--- src/hdl/mau_pkg.sv ---
// Register map, field positions and widths of the multiply-accumulate unit
package mau_pkg;
   localparam int unsigned DATA_W = 16;
   localparam int unsigned ACC_W = 48;
   localparam int unsigned PROD_W = 32;
   localparam int unsigned APB_W = 32;
   localparam int unsigned ADDR_W = 8;
   localparam int unsigned IDX_W = 6;

   // Register indices; byte address is four times the index
   localparam logic [IDX_W-1:0] IDX_CTRL = 6'h00;
   localparam logic [IDX_W-1:0] IDX_OPA = 6'h01;
   localparam logic [IDX_W-1:0] IDX_OPB = 6'h02;
   localparam logic [IDX_W-1:0] IDX_ACC_TOP = 6'h03;
   localparam logic [IDX_W-1:0] IDX_ACC_MID = 6'h04;
   localparam logic [IDX_W-1:0] IDX_ACC_BOT = 6'h05;
   localparam logic [IDX_W-1:0] IDX_RES_HI = 6'h0C;
   localparam logic [IDX_W-1:0] IDX_RES_LO = 6'h0D;

   // Control/status field positions
   localparam int unsigned BIT_UNSIGNED = 0;
   localparam int unsigned BIT_ACCUM = 1;
   localparam int unsigned BIT_NEGSUB = 2;
   localparam int unsigned BIT_ONE_OP = 3;
   localparam int unsigned BIT_SQUARE = 4;
   localparam int unsigned BIT_CLEAR = 5;
   localparam int unsigned BIT_WBLOCK = 6;
   localparam int unsigned BIT_OVF = 7;
   localparam int unsigned CTRL_W = 7;

   localparam logic [DATA_W-1:0] REG_RESET = 16'h0000;
   localparam logic [ACC_W-1:0] ACC_RESET = 48'h0000_0000_0000;

   // Operand load tracking, one-hot
   typedef enum logic [2:0] {
      MAU_LOAD_NONE = 3'b001,
      MAU_LOAD_HAVE_A = 3'b010,
      MAU_LOAD_HAVE_B = 3'b100
   } mau_load_t;
endpackage : mau_pkg

--- src/hdl/mau_top.sv ---
// Multiply-accumulate unit with APB register access
//
// Design decision made here: the APB register port.
`timescale 1ns/100ps
`default_nettype none

// Behaviour
// [RULE_01] Two 16-bit operands, 32-bit read-only result pair, 48-bit three-word accumulator.
// [RULE_02] Multiply plus accumulate or subtract completes within one cycle of trigger.
// [RULE_03] Product of operands is 32 bits, optionally added to or subtracted from accumulator.
// [RULE_04] Software sets operation and operand count before writing triggering operands.
// [RULE_05] Control bits 15 to 8 read zero and ignore writes.
// [RULE_06] Every register resets to 0000h.
// [RULE_07] Read-only overflow flag bit 7 shows overflow of the latest operation.
// [RULE_08] Overflow flag clears on reset, new operation start, and clear-data.
// [RULE_09] Write-block bit 6 at 1 keeps accumulator unchanged; at 0 stores result.
// [RULE_10] Clear-data bit 5 zeroes operands, accumulator, flag, load counter; self-clearing.
// [RULE_11] Square bit 4: writing either operand loads both and starts operation.
// [RULE_12] Operand-count bit 3: 0 needs both operands, 1 triggers on either.
// [RULE_13] Negate bit 2 subtracts when accumulating, otherwise negates the product.
// [RULE_14] Accumulate bit 1 at 0 gives plain or negated multiply, else accumulate.
// [RULE_15] Data-type bit 0: 0 signed two's complement, 1 unsigned.
// [RULE_16] Accumulator: top word bits 47:32, middle 31:16, bottom 15:0; MSB is sign.
// [RULE_17] Result pair shows last result when write-blocked or after multiply-negate.
// [RULE_18] Result pair follows control, operands and accumulator combinationally.
// [RULE_19] Any control write resets operand load counter, operands kept unless clear-data.
// [RULE_20] Accumulator readable one cycle after operation; back-to-back operations accepted.
// [RULE_21] Two-operand mode: rewriting the same operand does not trigger.
// [RULE_22] Signed overflow from sign-carry mismatch; unsigned from carry or borrow out.
// [RULE_23] Operands read back, accumulator words writable, read-only writes ignored.
module mau_top (
   // Clock and reset
   input wire logic CORE_CLK,
   input wire logic RST_N,
   // APB slave
   input wire logic PSEL,
   input wire logic PENABLE,
   input wire logic PWRITE,
   input wire logic [mau_pkg::ADDR_W-1:0] PADDR,
   input wire logic [mau_pkg::APB_W-1:0] PWDATA,
   output logic [mau_pkg::APB_W-1:0] PRDATA,
   output logic PREADY,
   output logic PSLVERR
);

   logic [mau_pkg::CTRL_W-1:0] ctrl_r;
   logic ovf_r;
   logic [mau_pkg::DATA_W-1:0] opa_r; // [RULE_01]
   logic [mau_pkg::DATA_W-1:0] opb_r;
   logic [mau_pkg::ACC_W-1:0] acc_r; // [RULE_01]
   mau_pkg::mau_load_t load_r;
   logic go_r;
   logic pready_r;
   logic pslverr_r;
   logic [mau_pkg::APB_W-1:0] prdata_r;

   // Bus decode
   logic setup;
   logic wr;
   logic [mau_pkg::IDX_W-1:0] idx;
   logic aligned;
   logic mapped;
   logic wr_ctrl;
   logic wr_opa;
   logic wr_opb;
   logic clear;

   assign setup = PSEL && !PENABLE;
   assign wr = PSEL && PENABLE && pready_r && PWRITE && !pslverr_r;
   assign idx = PADDR[mau_pkg::ADDR_W-1:2];
   assign aligned = (PADDR[1:0] == 2'h0);
   assign wr_ctrl = wr && (idx == mau_pkg::IDX_CTRL);
   assign wr_opa = wr && (idx == mau_pkg::IDX_OPA);
   assign wr_opb = wr && (idx == mau_pkg::IDX_OPB);
   assign clear = wr_ctrl && PWDATA[mau_pkg::BIT_CLEAR];

   always_comb begin
      case (idx)
         mau_pkg::IDX_CTRL, mau_pkg::IDX_OPA, mau_pkg::IDX_OPB,
         mau_pkg::IDX_ACC_TOP, mau_pkg::IDX_ACC_MID, mau_pkg::IDX_ACC_BOT,
         mau_pkg::IDX_RES_HI, mau_pkg::IDX_RES_LO: mapped = aligned;
         default: mapped = 1'b0;
      endcase
   end

   // Control fields
   logic uns;
   logic accum;
   logic negsub;
   logic one_op;
   logic square;
   logic wblock;

   assign uns = ctrl_r[mau_pkg::BIT_UNSIGNED]; // [RULE_15]
   assign accum = ctrl_r[mau_pkg::BIT_ACCUM];
   assign negsub = ctrl_r[mau_pkg::BIT_NEGSUB];
   assign one_op = ctrl_r[mau_pkg::BIT_ONE_OP];
   assign square = ctrl_r[mau_pkg::BIT_SQUARE];
   assign wblock = ctrl_r[mau_pkg::BIT_WBLOCK];

   // Datapath: purely combinational from the stored registers
   logic signed [mau_pkg::DATA_W:0] ext_a;
   logic signed [mau_pkg::DATA_W:0] ext_b;
   logic signed [2*mau_pkg::DATA_W+1:0] prod_full;
   logic [mau_pkg::ACC_W-1:0] prod48;
   logic [mau_pkg::ACC_W:0] sum49;
   logic [mau_pkg::ACC_W-1:0] res48;
   logic ovf_nxt;
   logic sgn_acc;
   logic sgn_prod;

   // [RULE_03] [RULE_15]
   assign ext_a = $signed({~uns & opa_r[mau_pkg::DATA_W-1], opa_r});
   assign ext_b = $signed({~uns & opb_r[mau_pkg::DATA_W-1], opb_r});
   assign prod_full = ext_a * ext_b;
   assign prod48 = {{(mau_pkg::ACC_W-2*mau_pkg::DATA_W-2){prod_full[2*mau_pkg::DATA_W+1]}},
                    prod_full};
   assign sgn_acc = acc_r[mau_pkg::ACC_W-1]; // [RULE_16]
   assign sgn_prod = prod48[mau_pkg::ACC_W-1];

   always_comb begin
      sum49 = {1'b0, acc_r} + {1'b0, prod48};
      res48 = prod48;
      ovf_nxt = 1'b0;
      if (accum) begin // [RULE_14]
         if (negsub) begin
            sum49 = {1'b0, acc_r} - {1'b0, prod48}; // [RULE_13]
         end
         res48 = sum49[mau_pkg::ACC_W-1:0];
         if (uns) begin
            ovf_nxt = sum49[mau_pkg::ACC_W]; // [RULE_22]
         end else begin
            // Sign-carry mismatch shows as operand signs versus result sign
            ovf_nxt = ((sgn_acc ^ sgn_prod) == negsub) &&
                      (res48[mau_pkg::ACC_W-1] != sgn_acc); // [RULE_22]
         end
      end else if (negsub) begin
         res48 = mau_pkg::ACC_RESET - prod48; // [RULE_13]
         ovf_nxt = uns; // [RULE_07]
      end
   end

   // Operand load tracking
   logic trigger;
   mau_pkg::mau_load_t load_nxt;

   always_comb begin
      trigger = 1'b0;
      load_nxt = load_r;
      if (wr_ctrl) begin
         load_nxt = mau_pkg::MAU_LOAD_NONE; // [RULE_19]
      end else if (wr_opa || wr_opb) begin
         if (square || one_op) begin // [RULE_11] [RULE_12]
            trigger = 1'b1;
            load_nxt = mau_pkg::MAU_LOAD_NONE;
         end else begin
            case (load_r)
               mau_pkg::MAU_LOAD_HAVE_A: begin
                  trigger = wr_opb; // [RULE_21]
                  load_nxt = wr_opb ? mau_pkg::MAU_LOAD_NONE : mau_pkg::MAU_LOAD_HAVE_A;
               end
               mau_pkg::MAU_LOAD_HAVE_B: begin
                  trigger = wr_opa; // [RULE_21]
                  load_nxt = wr_opa ? mau_pkg::MAU_LOAD_NONE : mau_pkg::MAU_LOAD_HAVE_B;
               end
               default: begin
                  load_nxt = wr_opa ? mau_pkg::MAU_LOAD_HAVE_A : mau_pkg::MAU_LOAD_HAVE_B;
               end
            endcase
         end
      end
   end

   always_ff @(posedge CORE_CLK or negedge RST_N) begin
      if (!RST_N) begin
         load_r <= mau_pkg::MAU_LOAD_NONE;
      end else if (clear) begin
         load_r <= mau_pkg::MAU_LOAD_NONE; // [RULE_10]
      end else begin
         load_r <= load_nxt; // [RULE_12]
      end
   end

   // Operation runs in the cycle after the last operand lands
   always_ff @(posedge CORE_CLK or negedge RST_N) begin
      if (!RST_N) begin
         go_r <= 1'b0;
      end else begin
         go_r <= trigger; // [RULE_02] [RULE_20]
      end
   end

   // Control register; clear-data is never stored so it reads back as zero
   always_ff @(posedge CORE_CLK or negedge RST_N) begin
      if (!RST_N) begin
         ctrl_r <= {mau_pkg::CTRL_W{1'b0}}; // [RULE_06]
      end else if (wr_ctrl) begin
         ctrl_r <= PWDATA[mau_pkg::CTRL_W-1:0] & ~(7'h01 << mau_pkg::BIT_CLEAR); // [RULE_05] [RULE_10]
      end
   end

   // Overflow flag; the operation result wins over a same-cycle clear
   always_ff @(posedge CORE_CLK or negedge RST_N) begin
      if (!RST_N) begin
         ovf_r <= 1'b0; // [RULE_08]
      end else if (go_r) begin
         ovf_r <= ovf_nxt; // [RULE_07] [RULE_08]
      end else if (clear) begin
         ovf_r <= 1'b0; // [RULE_08]
      end
   end

   // Operands
   always_ff @(posedge CORE_CLK or negedge RST_N) begin
      if (!RST_N) begin
         opa_r <= mau_pkg::REG_RESET;
         opb_r <= mau_pkg::REG_RESET;
      end else if (clear) begin
         opa_r <= mau_pkg::REG_RESET; // [RULE_10]
         opb_r <= mau_pkg::REG_RESET;
      end else if ((wr_opa || wr_opb) && square) begin
         opa_r <= PWDATA[mau_pkg::DATA_W-1:0]; // [RULE_11]
         opb_r <= PWDATA[mau_pkg::DATA_W-1:0];
      end else begin
         if (wr_opa) begin
            opa_r <= PWDATA[mau_pkg::DATA_W-1:0];
         end
         if (wr_opb) begin
            opb_r <= PWDATA[mau_pkg::DATA_W-1:0];
         end
      end
   end

   // Accumulator; a finishing operation takes precedence over a direct word write
   always_ff @(posedge CORE_CLK or negedge RST_N) begin
      if (!RST_N) begin
         acc_r <= mau_pkg::ACC_RESET; // [RULE_06]
      end else if (clear) begin
         acc_r <= mau_pkg::ACC_RESET; // [RULE_10]
      end else if (go_r && !wblock) begin
         acc_r <= res48; // [RULE_09]
      end else if (wr) begin
         case (idx)
            mau_pkg::IDX_ACC_TOP: acc_r[47:32] <= PWDATA[mau_pkg::DATA_W-1:0]; // [RULE_16] [RULE_23]
            mau_pkg::IDX_ACC_MID: acc_r[31:16] <= PWDATA[mau_pkg::DATA_W-1:0];
            mau_pkg::IDX_ACC_BOT: acc_r[15:0] <= PWDATA[mau_pkg::DATA_W-1:0];
            default: acc_r <= acc_r;
         endcase
      end
   end

   // APB answer: ready in the first access cycle, read data captured at setup
   logic [mau_pkg::DATA_W-1:0] rd_mux;

   always_comb begin
      case (idx)
         mau_pkg::IDX_CTRL: rd_mux = {8'h00, ovf_r, ctrl_r}; // [RULE_05] [RULE_07]
         mau_pkg::IDX_OPA: rd_mux = opa_r; // [RULE_23]
         mau_pkg::IDX_OPB: rd_mux = opb_r;
         mau_pkg::IDX_ACC_TOP: rd_mux = acc_r[47:32];
         mau_pkg::IDX_ACC_MID: rd_mux = acc_r[31:16];
         mau_pkg::IDX_ACC_BOT: rd_mux = acc_r[15:0];
         mau_pkg::IDX_RES_HI: rd_mux = res48[31:16]; // [RULE_17] [RULE_18]
         mau_pkg::IDX_RES_LO: rd_mux = res48[15:0];
         default: rd_mux = mau_pkg::REG_RESET;
      endcase
   end

   always_ff @(posedge CORE_CLK or negedge RST_N) begin
      if (!RST_N) begin
         pready_r <= 1'b0;
         pslverr_r <= 1'b0;
         prdata_r <= {mau_pkg::APB_W{1'b0}};
      end else begin
         pready_r <= setup;
         pslverr_r <= setup && !mapped;
         if (setup) begin
            prdata_r <= (mapped && !PWRITE) ? {16'h0000, rd_mux} : {mau_pkg::APB_W{1'b0}};
         end
      end
   end

   assign PREADY = pready_r;
   assign PSLVERR = pslverr_r;
   assign PRDATA = prdata_r;

   // Checks
   property p_reserved_zero;
      @(posedge CORE_CLK) disable iff (!RST_N)
      (setup && !PWRITE && PADDR == 8'h00) |=> (PRDATA[31:8] == 24'h000000);
   endproperty
   a_reserved_zero: assert property (p_reserved_zero) // [RULE_05]
      else $error("reserved control bits not zero");

   property p_one_cycle;
      @(posedge CORE_CLK) disable iff (!RST_N)
      (trigger && !clear) |=> go_r ##1 !go_r || $past(trigger);
   endproperty
   a_one_cycle: assert property (p_one_cycle) // [RULE_02]
      else $error("operation not run one cycle after trigger");

   property p_acc_store;
      @(posedge CORE_CLK) disable iff (!RST_N)
      (go_r && !wblock && !clear) |=> (acc_r == $past(res48));
   endproperty
   a_acc_store: assert property (p_acc_store) // [RULE_09]
      else $error("accumulator missed operation result");

   property p_acc_hold;
      @(posedge CORE_CLK) disable iff (!RST_N)
      (go_r && wblock && !wr) |=> $stable(acc_r);
   endproperty
   a_acc_hold: assert property (p_acc_hold) // [RULE_09]
      else $error("write-blocked accumulator changed");

   property p_clear_all;
      @(posedge CORE_CLK) disable iff (!RST_N)
      (clear && !go_r) |=> (opa_r == 16'h0000 && opb_r == 16'h0000 && acc_r == 48'h0 &&
                            !ovf_r && load_r == mau_pkg::MAU_LOAD_NONE && !ctrl_r[5]);
   endproperty
   a_clear_all: assert property (p_clear_all) // [RULE_10]
      else $error("clear-data left state behind");

   property p_ovf_update;
      @(posedge CORE_CLK) disable iff (!RST_N)
      go_r |=> (ovf_r == $past(ovf_nxt));
   endproperty
   a_ovf_update: assert property (p_ovf_update) // [RULE_08]
      else $error("overflow flag not refreshed by operation");

   property p_square_both;
      @(posedge CORE_CLK) disable iff (!RST_N)
      ((wr_opa || wr_opb) && square && !clear) |=> (opa_r == opb_r) && go_r;
   endproperty
   a_square_both: assert property (p_square_both) // [RULE_11]
      else $error("square write did not load both operands");

   property p_two_op_wait;
      @(posedge CORE_CLK) disable iff (!RST_N)
      (wr_opa && !square && !one_op && load_r != mau_pkg::MAU_LOAD_HAVE_B) |=>
         !go_r && load_r == mau_pkg::MAU_LOAD_HAVE_A;
   endproperty
   a_two_op_wait: assert property (p_two_op_wait) // [RULE_12]
      else $error("first operand started an operation");

   property p_ctrl_resets_load;
      @(posedge CORE_CLK) disable iff (!RST_N)
      wr_ctrl |=> (load_r == mau_pkg::MAU_LOAD_NONE);
   endproperty
   a_ctrl_resets_load: assert property (p_ctrl_resets_load) // [RULE_19]
      else $error("control write kept load counter");

   property p_unsigned_negate;
      @(posedge CORE_CLK) disable iff (!RST_N)
      (go_r && uns && negsub && !accum) |=> ovf_r;
   endproperty
   a_unsigned_negate: assert property (p_unsigned_negate) // [RULE_07]
      else $error("unsigned negate did not flag overflow");

   property p_ready_pulse;
      @(posedge CORE_CLK) disable iff (!RST_N)
      setup |=> PREADY ##1 !PREADY;
   endproperty
   a_ready_pulse: assert property (p_ready_pulse)
      else $error("ready not a single access cycle");

   property p_same_operand;
      @(posedge CORE_CLK) disable iff (!RST_N)
      (wr_opa && !square && !one_op && load_r == mau_pkg::MAU_LOAD_HAVE_A) |=>
         !go_r && load_r == mau_pkg::MAU_LOAD_HAVE_A;
   endproperty
   a_same_operand: assert property (p_same_operand) // [RULE_21]
      else $error("rewritten operand started an operation");

   property p_ro_write_ignored;
      @(posedge CORE_CLK) disable iff (!RST_N)
      (wr && (idx == mau_pkg::IDX_RES_HI || idx == mau_pkg::IDX_RES_LO) && !go_r) |=>
         $stable(acc_r) && $stable(opa_r) && $stable(opb_r) && $stable(ctrl_r);
   endproperty
   a_ro_write_ignored: assert property (p_ro_write_ignored) // [RULE_23]
      else $error("write to result word changed state");

endmodule : mau_top
`default_nettype wire

--- config.mk ---
export PLATFORM = sky130hd
export DESIGN_NAME = mau_top
export DESIGN_NICKNAME = d
export VERILOG_FILES = /design/src/hdl/mau_pkg.sv /design/src/hdl/mau_top.sv
export SDC_FILE = /design/constraint.sdc
export NUM_CORES = 1
export LEC_CHECK = 0
export BUFFER_PORTS_ARGS = -buffer_cell sky130_fd_sc_hd__buf_2
export CAP_MARGIN = 20
export CORE_UTILIZATION = 35
export CTS_CLUSTER_DIAMETER = 80
export DETAILED_ROUTE_END_ITERATION = 10
export PLACE_DENSITY = 0.59
export SLEW_MARGIN = 0
export SYNTH_ARGS = -nofsm -noshare
export SYNTH_HDL_FRONTEND = slang
export SYNTH_SLANG_ARGS = --single-unit
--- constraint.sdc ---
create_clock -name CORE_CLK -period 9.4 [get_ports CORE_CLK]
set_input_delay 1.88 -clock CORE_CLK [delete_from_list [all_inputs] [get_ports CORE_CLK]]
set_output_delay 1.88 -clock CORE_CLK [all_outputs]
set_load 0.05 [all_outputs]
==> impl_results.html, run 1 <==
<table>
<tr><th>Metric</th><th>Value</th></tr>
<tr><th colspan="2">Drt</th></tr>
<tr><td>Detailed-route wire length per cell</td><td>19.9 µm</td></tr>
<tr><td>Drt first-iter violations</td><td>1442</td></tr>
<tr><td>Via Count</td><td>19900</td></tr>
<tr><td>Length of the first detailed-routing pass in iterations</td><td>6</td></tr>
<tr><td>Remaining number of nets flagged by the antenna check after routing</td><td>0</td></tr>
<tr><td>Via density per instance</td><td>5.37</td></tr>
<tr><td>Total DRC errors in the routed layout</td><td>0</td></tr>
<tr><td>Wire length reported by the detailed router</td><td>73.5 mm</td></tr>
<tr><th colspan="2">Clock tree</th></tr>
<tr><td>H-tree depth</td><td>3</td></tr>
<tr><td>Root buffer cell</td><td>sky130_fd_sc_hd__clkbuf_16</td></tr>
<tr><td>CTS clk-pin slew, worst paths</td><td>80 ps</td></tr>
<tr><td>CTS tree</td><td>done</td></tr>
<tr><td>Number of sinks on the clock net</td><td>109</td></tr>
<tr><td>Clk_lat worst skew</td><td>380 ps</td></tr>
<tr><td>Number of buffers between clock root and the deepest sink</td><td>2</td></tr>
<tr><td>Inserted Clock Buffers</td><td>9</td></tr>
<tr><th colspan="2">Status</th></tr>
<tr><td>Outcome</td><td>finished, violations left</td></tr>
<tr><td>Violations in the final reports</td><td>negative setup slack</td></tr>
<tr><th colspan="2">Synthesis</th></tr>
<tr><td>Number of distinct library cell variants in the gate-level netlist after synthesis</td><td>84</td></tr>
<tr><td>Area share of the largest cell type after synthesis</td><td>27.7%</td></tr>
<tr><td>Seq cells post-synth</td><td>109</td></tr>
<tr><td>Share of synthesized flip-flops with an asynchronous set or reset</td><td>100%</td></tr>
<tr><td>Synthesized netlist cell count</td><td>2575</td></tr>
<tr><td>Count of yosys warnings during synthesis</td><td>0</td></tr>
<tr><td>Prevailing post-synth register cell</td><td>sky130_fd_sc_hd__dfrtp_1</td></tr>
<tr><td>Sequential-to-total area share from yosys stat</td><td>12.7%</td></tr>
<tr><td>Syn_area_per_cell</td><td>8.32 µm²</td></tr>
<tr><td>Post-synthesis instance area</td><td>21400 µm²</td></tr>
<tr><td>Cell taking the most area after synthesis</td><td>sky130_fd_sc_hd__fa_1</td></tr>
<tr><td>Leading post-synthesis cells by cell area</td><td>sky130_fd_sc_hd__fa_1, sky130_fd_sc_hd__dfrtp_1, sky130_fd_sc_hd__ha_1</td></tr>
<tr><td>Post-synth EDFFs</td><td>0</td></tr>
<tr><th colspan="2">Critical path</th></tr>
<tr><td>Worst R2R Setup Slack</td><td>-230 ps</td></tr>
<tr><td>R2R depth</td><td>36</td></tr>
<tr><td>Kind of launch point of the worst setup path</td><td>flop</td></tr>
<tr><td>Max incr delay on CP</td><td>550 ps</td></tr>
<tr><td>R2R Path Start</td><td>opb_r[7]$_DFFE_PN0P_</td></tr>
<tr><td>Library cell contributing the largest single delay on the critical path</td><td>sky130_fd_sc_hd__fa_1</td></tr>
<tr><td>Critical path buffers and inverters</td><td>6</td></tr>
<tr><td>Class of the most critical setup path</td><td>flop to flop</td></tr>
<tr><td>Crit Reg-Reg Endpoint</td><td>ovf_r$_DFFE_PN0P_</td></tr>
<tr><td>Critical path required time</td><td>9660 ps</td></tr>
<tr><td>Worst-path maximum fanout</td><td>5</td></tr>
<tr><td>Data arrival time of the critical path</td><td>9890 ps</td></tr>
<tr><td>CP endpoint kind</td><td>flop</td></tr>
<tr><td>Critical Path Most Common Cell</td><td>sky130_fd_sc_hd__fa_1</td></tr>
<tr><td>Kind of cell adding the most delay to the critical path</td><td>adder cells</td></tr>
<tr><th colspan="2">Layout</th></tr>
<tr><td>Commonest cells after routing, fill and taps aside</td><td>sky130_fd_sc_hd__buf_4, sky130_fd_sc_hd__nand2_1, sky130_fd_sc_hd__inv_1</td></tr>
<tr><td>Most frequent standard cell in the layout excluding fill and tap cells</td><td>sky130_fd_sc_hd__buf_4</td></tr>
<tr><td>Antenna diodes</td><td>0</td></tr>
<tr><td>Share of layout cells above drive strength 1</td><td>25.6%</td></tr>
<tr><td>Sequential cell area</td><td>2760 µm²</td></tr>
<tr><td>Signed area change from the synthesized netlist to the final layout</td><td>25.9%</td></tr>
<tr><td>Final std cell area, no fill</td><td>27000 µm²</td></tr>
<tr><td>Fill cells</td><td>5746</td></tr>
<tr><td>Post-layout net count</td><td>3390</td></tr>
<tr><td>Total area of multi-input combinational cells</td><td>17900 µm²</td></tr>
<tr><th colspan="2">Power</th></tr>
<tr><td>Worst IR drop on VDD</td><td>0.0909 mV</td></tr>
<tr><td>P_leak</td><td>13.3 nW</td></tr>
<tr><td>Sum of internal, switching and leakage power</td><td>1.72 mW</td></tr>
<tr><td>Power density over the cells</td><td>63.8 nW/µm²</td></tr>
<tr><th colspan="2">Timing</th></tr>
<tr><td>Final hold vios</td><td>0</td></tr>
<tr><td>Unrepaired setup endpoints after global routing</td><td>true</td></tr>
<tr><td>Worst-case headroom to the max-slew limit</td><td>31.5%</td></tr>
<tr><td>Crit path setup slack, layout</td><td>-228 ps</td></tr>
<tr><td>Transition at the pin with the smallest max-transition slack</td><td>1030 ps</td></tr>
<tr><td>Minimum period implied by the final worst setup slack</td><td>9630 ps</td></tr>
<tr><td>Fmax achieved</td><td>104 MHz</td></tr>
<tr><td>Count of endpoints failing setup in the final report</td><td>5</td></tr>
<tr><td>Period Utilization, post-route</td><td>102%</td></tr>
<tr><td>Max Clock Skew</td><td>15.7 ps</td></tr>
<tr><td>Final number of max-transition violations</td><td>0</td></tr>
<tr><th colspan="2">Place</th></tr>
<tr><td>Number of port buffers</td><td>46</td></tr>
<tr><td>Dpl cell area</td><td>25300 µm²</td></tr>
<tr><td>Final GP Congestion</td><td>1.01</td></tr>
<tr><td>Detailed-placement wirelength estimate</td><td>59.1 mm</td></tr>
<tr><th colspan="2">Global route</th></tr>
<tr><td>Leftover overflow at the end of global routing</td><td>0</td></tr>
<tr><td>Global-route wire length before repair</td><td>115 mm</td></tr>
<tr><td>Via count of the first global-routing pass</td><td>20500</td></tr>
<tr><td>Antenna violations before repair</td><td>3</td></tr>
<tr><td>All-layer global routing usage</td><td>23.6%</td></tr>
<tr><td>Largest net degree at the start of global routing</td><td>70</td></tr>
<tr><th colspan="2">Floorplanning</th></tr>
<tr><td>Floorplan die height</td><td>249 µm</td></tr>
<tr><td>Initial core utilization</td><td>35.4%</td></tr>
<tr><td>Die width</td><td>249 µm</td></tr>
<tr><td>Area of the core</td><td>60500 µm²</td></tr>
<tr><td>Die footprint</td><td>62200 µm²</td></tr>
<tr><td>Core Rows</td><td>90</td></tr>
<tr><td>Number of primary I/O pins</td><td>79</td></tr>
<tr><th colspan="2">Min path</th></tr>
<tr><td>Launch instance of the worst min-delay path</td><td>PRDATA[0]$_DFFE_PN0P_</td></tr>
<tr><td>Capture endpoint of the worst hold path</td><td>PRDATA[0]$_DFFE_PN0P_</td></tr>
<tr><td>Worst min-delay path class</td><td>flop to flop</td></tr>
<tr><td>Hold path cells</td><td>2</td></tr>
<tr><th colspan="2">Run</th></tr>
<tr><td>Max-cap viol count</td><td>0</td></tr>
</table>
## stage by stage
stage | utilization (%) | cells | worst slack (ps) | setup TNS, ps | hold slack, ps
finish | 44.6 | 3701 | -228 | -719 | 481
global placement | 41.8 | 3636 | -724 | -5800 | 468
global route | 44.6 | 3701 | -543 | -4360 | 526
CTS | 43.2 | 3671 | -222 | -622 | 486
detailed placement | 41.8 | 3636 | -824 | -7480 | 468
floorplan | - | 2590 | 2.18 | 0 | 467
## synth_stat cells (all sizes together) (6+ instances only)
| master | number |
|---|---|
| a22o | 9 |
| a211oi | 19 |
| nand4 | 20 |
| inv | 340 |
| nor3 | 30 |
| o21a | 25 |
| and3 | 16 |
| o21bai | 14 |
| o221ai | 15 |
| a211o | 8 |
| nor2b | 12 |
| nor2 | 127 |
| or2 | 13 |
| nand2b | 18 |
| buf | 38 |
| nand3 | 25 |
| a21oi | 142 |
| a21o | 43 |
| dfrtp | 108 |
| xnor2 | 75 |
| and2 | 149 |
| mux2i | 15 |
| mux4 | 7 |
| xor2 | 51 |
| o21ai | 138 |
| ha | 134 |
| a221oi | 7 |
| o31ai | 15 |
| nor3b | 6 |
| or3 | 13 |
| o211ai | 16 |
| clkbuf | 127 |
| or4 | 13 |
| mux2 | 19 |
| a31oi | 16 |
| fa | 297 |
| o22ai | 22 |
| a222oi | 8 |
| nand2 | 340 |
| a22oi | 30 |
| nor4 | 6 |
## state kept, by name, summed over array words and instances, names as in the netlist
signal	count
opb_r	16
ovf_r	1
acc_r	48
PREADY	1
PSLVERR	1
go_r	1
opa_r	16
PRDATA	16
ctrl_r	6
load_r	3
## report_power, final
part | internal [mW] | switching, mW
logic | 0.371 | 0.451
registers | 0.475 | 0.00997
clock network | 0.212 | 0.202
## layout make-up
cell class	instances	area share [%]
multi-input cells	1976	66.4
repair buffers	478	13.9
flip-flops and latches	109	10.2
inverters	340	4.73
well taps	782	3.63
clock buffers	9	0.835
clock inverters	7	0.297
## how the worst max path moves through the flow
| stage | cells past startpoint | from | slack (ps) | to |
|---|---|---|---|---|
| 2_1_floorplan | 37 | opa_r[2]$_DFFE_PN0P_ | 2 | ovf_r$_DFFE_PN0P_ |
| 3_3_place_gp | 33 | opb_r[7]$_DFFE_PN0P_ | -720 | ovf_r$_DFFE_PN0P_ |
| 3_5_place_dp | 33 | opb_r[7]$_DFFE_PN0P_ | -820 | ovf_r$_DFFE_PN0P_ |
| 4_1_cts | 34 | opb_r[7]$_DFFE_PN0P_ | -220 | acc_r[43]$_DFFE_PN0P_ |
| 5_1_grt | 35 | opa_r[5]$_DFFE_PN0P_ | -540 | ovf_r$_DFFE_PN0P_ |
| 6_report | 36 | opb_r[7]$_DFFE_PN0P_ | -230 | ovf_r$_DFFE_PN0P_ |
## logic make-up after synthesis
logic type,after synthesis,synth area share (%)
xor+xnor,126,5.15
compound gates,567,17.2
buf+inv,505,9.21
simple gates,795,17.7
other cells,1,0.0175
flops,109,12.7
fa+ha+maj,431,35.6
mux,41,2.43
## worst reg2reg max path, delay by kind of cell, from the launching register on
kind,cells,cell delay (ps)
xor gates and xnor gates,3,460
adders and majority gates,8,3720
and+or+nand+nor,9,2290
DFF,1,430
buffers and inverters,6,460
muxes,1,290
AOI/OAI and AO/OA,9,1890
## per-layer routing
metal | track usage [%] | up-vias | part of all wire, %
met5 | 0 | - | 0.016
met4 | 11.5 | 2 | 4.8
met2 | 39.2 | 633 | 48
met3 | 2.52 | 147 | 5.3
met1 | 30.5 | 9935 | 42
li1 | - | 9143 | -
## timing repair
item,in CTS,in global routing
setup buffers,18,29
cloned,1,0
endpoints found under the hold margin,0,0
resized for setup,87,133
pin swaps,41,96
hold buffers,0,0
setup endpoints to repair,18,31
Power figures use the tool's default switching activity.
==> run 2: changes to the inputs <==
- CTS_BUF_LIST: not set -> sky130_fd_sc_hd__clkbuf_8
==> impl_results.html, run 2 (same netlist as run 1, synthesis figures left out) <==
<table>
<tr><th>Metric</th><th>Value</th></tr>
<tr><th colspan="2">Floorplanning</th></tr>
<tr><td>Area of the core</td><td>60500 µm² (unchanged)</td></tr>
<tr><td>Floorplan die height</td><td>249 µm (unchanged)</td></tr>
<tr><td>Die footprint</td><td>62200 µm² (unchanged)</td></tr>
<tr><td>Core Rows</td><td>90 (unchanged)</td></tr>
<tr><td>Initial core utilization</td><td>35.4% (unchanged)</td></tr>
<tr><td>Die width</td><td>249 µm (unchanged)</td></tr>
<tr><td>Number of primary I/O pins</td><td>79 (unchanged)</td></tr>
<tr><th colspan="2">Critical path</th></tr>
<tr><td>Critical path buffers and inverters</td><td>6 (unchanged)</td></tr>
<tr><td>Max incr delay on CP</td><td>570 ps (+20 ps)</td></tr>
<tr><td>Critical Path Most Common Cell</td><td>sky130_fd_sc_hd__fa_1</td></tr>
<tr><td>Worst-path maximum fanout</td><td>7 (+2)</td></tr>
<tr><td>Class of the most critical setup path</td><td>flop to flop</td></tr>
<tr><td>Critical path required time</td><td>9690 ps (+30 ps)</td></tr>
<tr><td>CP endpoint kind</td><td>flop</td></tr>
<tr><td>R2R depth</td><td>36 (unchanged)</td></tr>
<tr><td>Levels on crit path</td><td>36 (unchanged)</td></tr>
<tr><td>Library cell contributing the largest single delay on the critical path</td><td>sky130_fd_sc_hd__or4_4</td></tr>
<tr><td>Kind of cell adding the most delay to the critical path</td><td>adder cells</td></tr>
<tr><td>Kind of launch point of the worst setup path</td><td>flop</td></tr>
<tr><td>Data arrival time of the critical path</td><td>10050 ps (+160 ps)</td></tr>
<tr><th colspan="2">Drt</th></tr>
<tr><td>Wire length reported by the detailed router</td><td>73.2 mm (-0.47%)</td></tr>
<tr><td>Via density per instance</td><td>5.36 (-0.14%)</td></tr>
<tr><td>Total DRC errors in the routed layout</td><td>0 (unchanged)</td></tr>
<tr><td>Detailed-route wire length per cell</td><td>19.8 µm (-0.31%)</td></tr>
<tr><td>Length of the first detailed-routing pass in iterations</td><td>6 (unchanged)</td></tr>
<tr><td>Via Count</td><td>19800 (-0.30%)</td></tr>
<tr><td>Remaining number of nets flagged by the antenna check after routing</td><td>0 (unchanged)</td></tr>
<tr><td>Drt first-iter violations</td><td>1566 (+8.6%)</td></tr>
<tr><th colspan="2">Clock tree</th></tr>
<tr><td>CTS clk-pin slew, worst paths</td><td>110 ps (+30 ps)</td></tr>
<tr><td>H-tree depth</td><td>3 (unchanged)</td></tr>
<tr><td>Number of buffers between clock root and the deepest sink</td><td>2 (unchanged)</td></tr>
<tr><td>Inserted Clock Buffers</td><td>9 (unchanged)</td></tr>
<tr><td>Number of sinks on the clock net</td><td>109 (unchanged)</td></tr>
<tr><td>Root buffer cell</td><td>sky130_fd_sc_hd__clkbuf_8</td></tr>
<tr><td>Clk_lat worst skew</td><td>420 ps (+40 ps)</td></tr>
<tr><td>Post-cts hold buffer count</td><td>0 (unchanged)</td></tr>
<tr><td>CTS tree</td><td>done</td></tr>
<tr><th colspan="2">Layout</th></tr>
<tr><td>Commonest cells after routing, fill and taps aside</td><td>sky130_fd_sc_hd__buf_4, sky130_fd_sc_hd__nand2_1, sky130_fd_sc_hd__inv_1</td></tr>
<tr><td>Signed area change from the synthesized netlist to the final layout</td><td>23.9%</td></tr>
<tr><td>Most frequent standard cell in the layout excluding fill and tap cells</td><td>sky130_fd_sc_hd__buf_4</td></tr>
<tr><td>Final Non-Filler Cells</td><td>3695 (-0.16%)</td></tr>
<tr><td>Largest Register</td><td>acc_r</td></tr>
<tr><td>Share of layout cells above drive strength 1</td><td>24.2% (-1.4 points)</td></tr>
<tr><td>Fill cells</td><td>5787 (+0.71%)</td></tr>
<tr><td>Max reg flops</td><td>48 (unchanged)</td></tr>
<tr><td>Post-layout net count</td><td>3383 (-0.21%)</td></tr>
<tr><td>Finished Core Util</td><td>43.9% (-0.69 points)</td></tr>
<tr><th colspan="2">Global route</th></tr>
<tr><td>All-layer global routing usage</td><td>23.6% (about the same)</td></tr>
<tr><td>Global-route wire length before repair</td><td>115 mm (about the same)</td></tr>
<tr><td>Leftover overflow at the end of global routing</td><td>0 (unchanged)</td></tr>
<tr><td>Antenna violations before repair</td><td>3 (unchanged)</td></tr>
<tr><td>Via count of the first global-routing pass</td><td>20500 (-0.059%)</td></tr>
<tr><td>Largest net degree at the start of global routing</td><td>70 (unchanged)</td></tr>
<tr><th colspan="2">Power</th></tr>
<tr><td>P_leak</td><td>13.2 nW (-0.85%)</td></tr>
<tr><td>Switching power</td><td>0.644 mW (-2.9%)</td></tr>
<tr><td>Power share of the clock group</td><td>19.5% (-4.6 points)</td></tr>
<tr><td>Power density over the cells</td><td>60.9 nW/µm² (-4.6%)</td></tr>
<tr><td>Internal portion of total power</td><td>0.973 mW (-8.0%)</td></tr>
<tr><td>Worst IR drop on VDD</td><td>0.0858 mV (-5.6%)</td></tr>
<tr><td>Sum of internal, switching and leakage power</td><td>1.62 mW (-6.1%)</td></tr>
<tr><td>Combinational share of power</td><td>50.5% (+2.7 points)</td></tr>
<tr><td>Switching part of the total</td><td>39.8% (+1.3 points)</td></tr>
<tr><td>Part of the power in registers</td><td>30.0% (+1.8 points)</td></tr>
<tr><th colspan="2">Timing</th></tr>
<tr><td>Final number of max-transition violations</td><td>0 (unchanged)</td></tr>
<tr><td>Worst-case headroom to the max-slew limit</td><td>29.5% (-2.0 points)</td></tr>
<tr><td>Minimum period implied by the final worst setup slack</td><td>9760 ps (+128 ps)</td></tr>
<tr><td>Period Utilization, post-route</td><td>104% (+1.4 points)</td></tr>
<tr><td>Transition at the pin with the smallest max-transition slack</td><td>1060 ps (+30.3 ps)</td></tr>
<tr><td>Worst hold slack after final layout</td><td>490 ps (+8.87 ps)</td></tr>
<tr><td>Unrepaired setup endpoints after global routing</td><td>true</td></tr>
<tr><td>Fmax achieved</td><td>102 MHz (-1.3%)</td></tr>
<tr><td>Count of endpoints failing setup in the final report</td><td>10 (+5)</td></tr>
<tr><td>Crit path setup slack, layout</td><td>-356 ps (-128 ps)</td></tr>
<tr><td>Final hold vios</td><td>0 (unchanged)</td></tr>
<tr><td>Max Clock Skew</td><td>19.7 ps (+4.01 ps)</td></tr>
<tr><th colspan="2">Place</th></tr>
<tr><td>DP Worst Slack</td><td>-824 ps (unchanged)</td></tr>
<tr><td>Placed cells</td><td>3636 (unchanged)</td></tr>
<tr><td>Final GP Congestion</td><td>1.01 (unchanged)</td></tr>
<tr><td>Detailed-placement wirelength estimate</td><td>59.1 mm (unchanged)</td></tr>
<tr><td>Number of port buffers</td><td>46 (unchanged)</td></tr>
<tr><th colspan="2">Status</th></tr>
<tr><td>Outcome</td><td>finished, violations left</td></tr>
<tr><td>Violations in the final reports</td><td>negative setup slack</td></tr>
<tr><th colspan="2">Min path</th></tr>
<tr><td>Hold path cells</td><td>2 (unchanged)</td></tr>
<tr><td>Worst min-delay path class</td><td>flop to flop</td></tr>
<tr><th colspan="2">Run</th></tr>
<tr><td>Max-cap viol count</td><td>0 (unchanged)</td></tr>
</table>
-- run 2: cell count changes in the layout (fill, tap and decap cells not counted), moves of 5 or more --
cell	previous run	this run
sky130_fd_sc_hd__a21oi_4	8	2
sky130_fd_sc_hd__ha_4	19	14
sky130_fd_sc_hd__clkbuf_16	9	0
sky130_fd_sc_hd__inv_1	320	332
sky130_fd_sc_hd__clkbuf_8	0	9
sky130_fd_sc_hd__inv_2	20	8
-- run 2: worst paths after layout --
check | start | end | slack [ps]
worst max-delay path | opb_r[6]$_DFFE_PN0P_ | acc_r[43]$_DFFE_PN0P_ | -360
worst min register to register | PRDATA[0]$_DFFE_PN0P_ | PRDATA[0]$_DFFE_PN0P_ | 490
max in group asynchronous | RST_N | opa_r[2]$_DFFE_PN0P_ | 6550
min in group asynchronous | RST_N | PRDATA[13]$_DFFE_PN0P_ | 1430
worst max register to register | opb_r[6]$_DFFE_PN0P_ | acc_r[43]$_DFFE_PN0P_ | -360
worst min-delay path | PRDATA[0]$_DFFE_PN0P_ | PRDATA[0]$_DFFE_PN0P_ | 490
-- run 2: per-stage QoR --
| step | cell area, µm² | setup TNS (ps) |
|---|---|---|
| 5_1_grt | 26600 | -6090 |
| 2_1_floorplan | 22100 | 0 |
| 3_3_place_gp | 25300 | -5800 |
| 3_5_place_dp | 25300 | -7480 |
| 6_report | 26600 | -1640 |
| 4_1_cts | 26000 | -628 |
-- run 2: power groups by stage --
stage / Combinational, mW / Clock [mW] / Sequential [mW]
finish: 0.817 / 0.315 / 0.485
global route: 0.876 / 0.333 / 0.486
CTS: 0.751 / 0.319 / 0.485
detailed placement: 0.724 / 0 / 0.494
global placement: 0.713 / 0 / 0.494
floorplan: 0.450 / 0 / 0.489
-- run 2: routing by layer --
layer / up-vias / global-route usage (%) / share of wire, %
li1: 9138 / - / -
met4: 2 / 11.6 / 5.0
met1: 9884 / 30.6 / 42
met2: 625 / 39.2 / 48
met3: 151 / 2.30 / 5.5
met5: - / 0 / 0.018
-- run 2: layout make-up --
cell class / instances / area [µm²] / share of cell area, %
diodes: 1 / 2.50 / 0.00942
clock buffers: 9 / 124 / 0.466
clock inverters: 7 / 80.1 / 0.301
inverters: 340 / 1280 / 4.80
multi-input cells: 1976 / 17700 / 66.6
flip-flops and latches: 109 / 2760 / 10.4
well taps: 782 / 978 / 3.68
repair buffers: 471 / 3660 / 13.8
-- run 2: worst min-delay path: cells and delay by family, from the launching register on --
kind / cells / cell delay [ps]
flip-flops: 1 / 350
AO/OA/AOI/OAI: 1 / 60
AND/OR/NAND/NOR: 1 / 40
-- run 2: repair_timing --
item                       4_1_cts  5_1_grt
gates resized for setup         87       77
setup endpoints to repair       18       32
buffers inserted                18       22
pin swaps                       40       51
gates cloned                     1        0
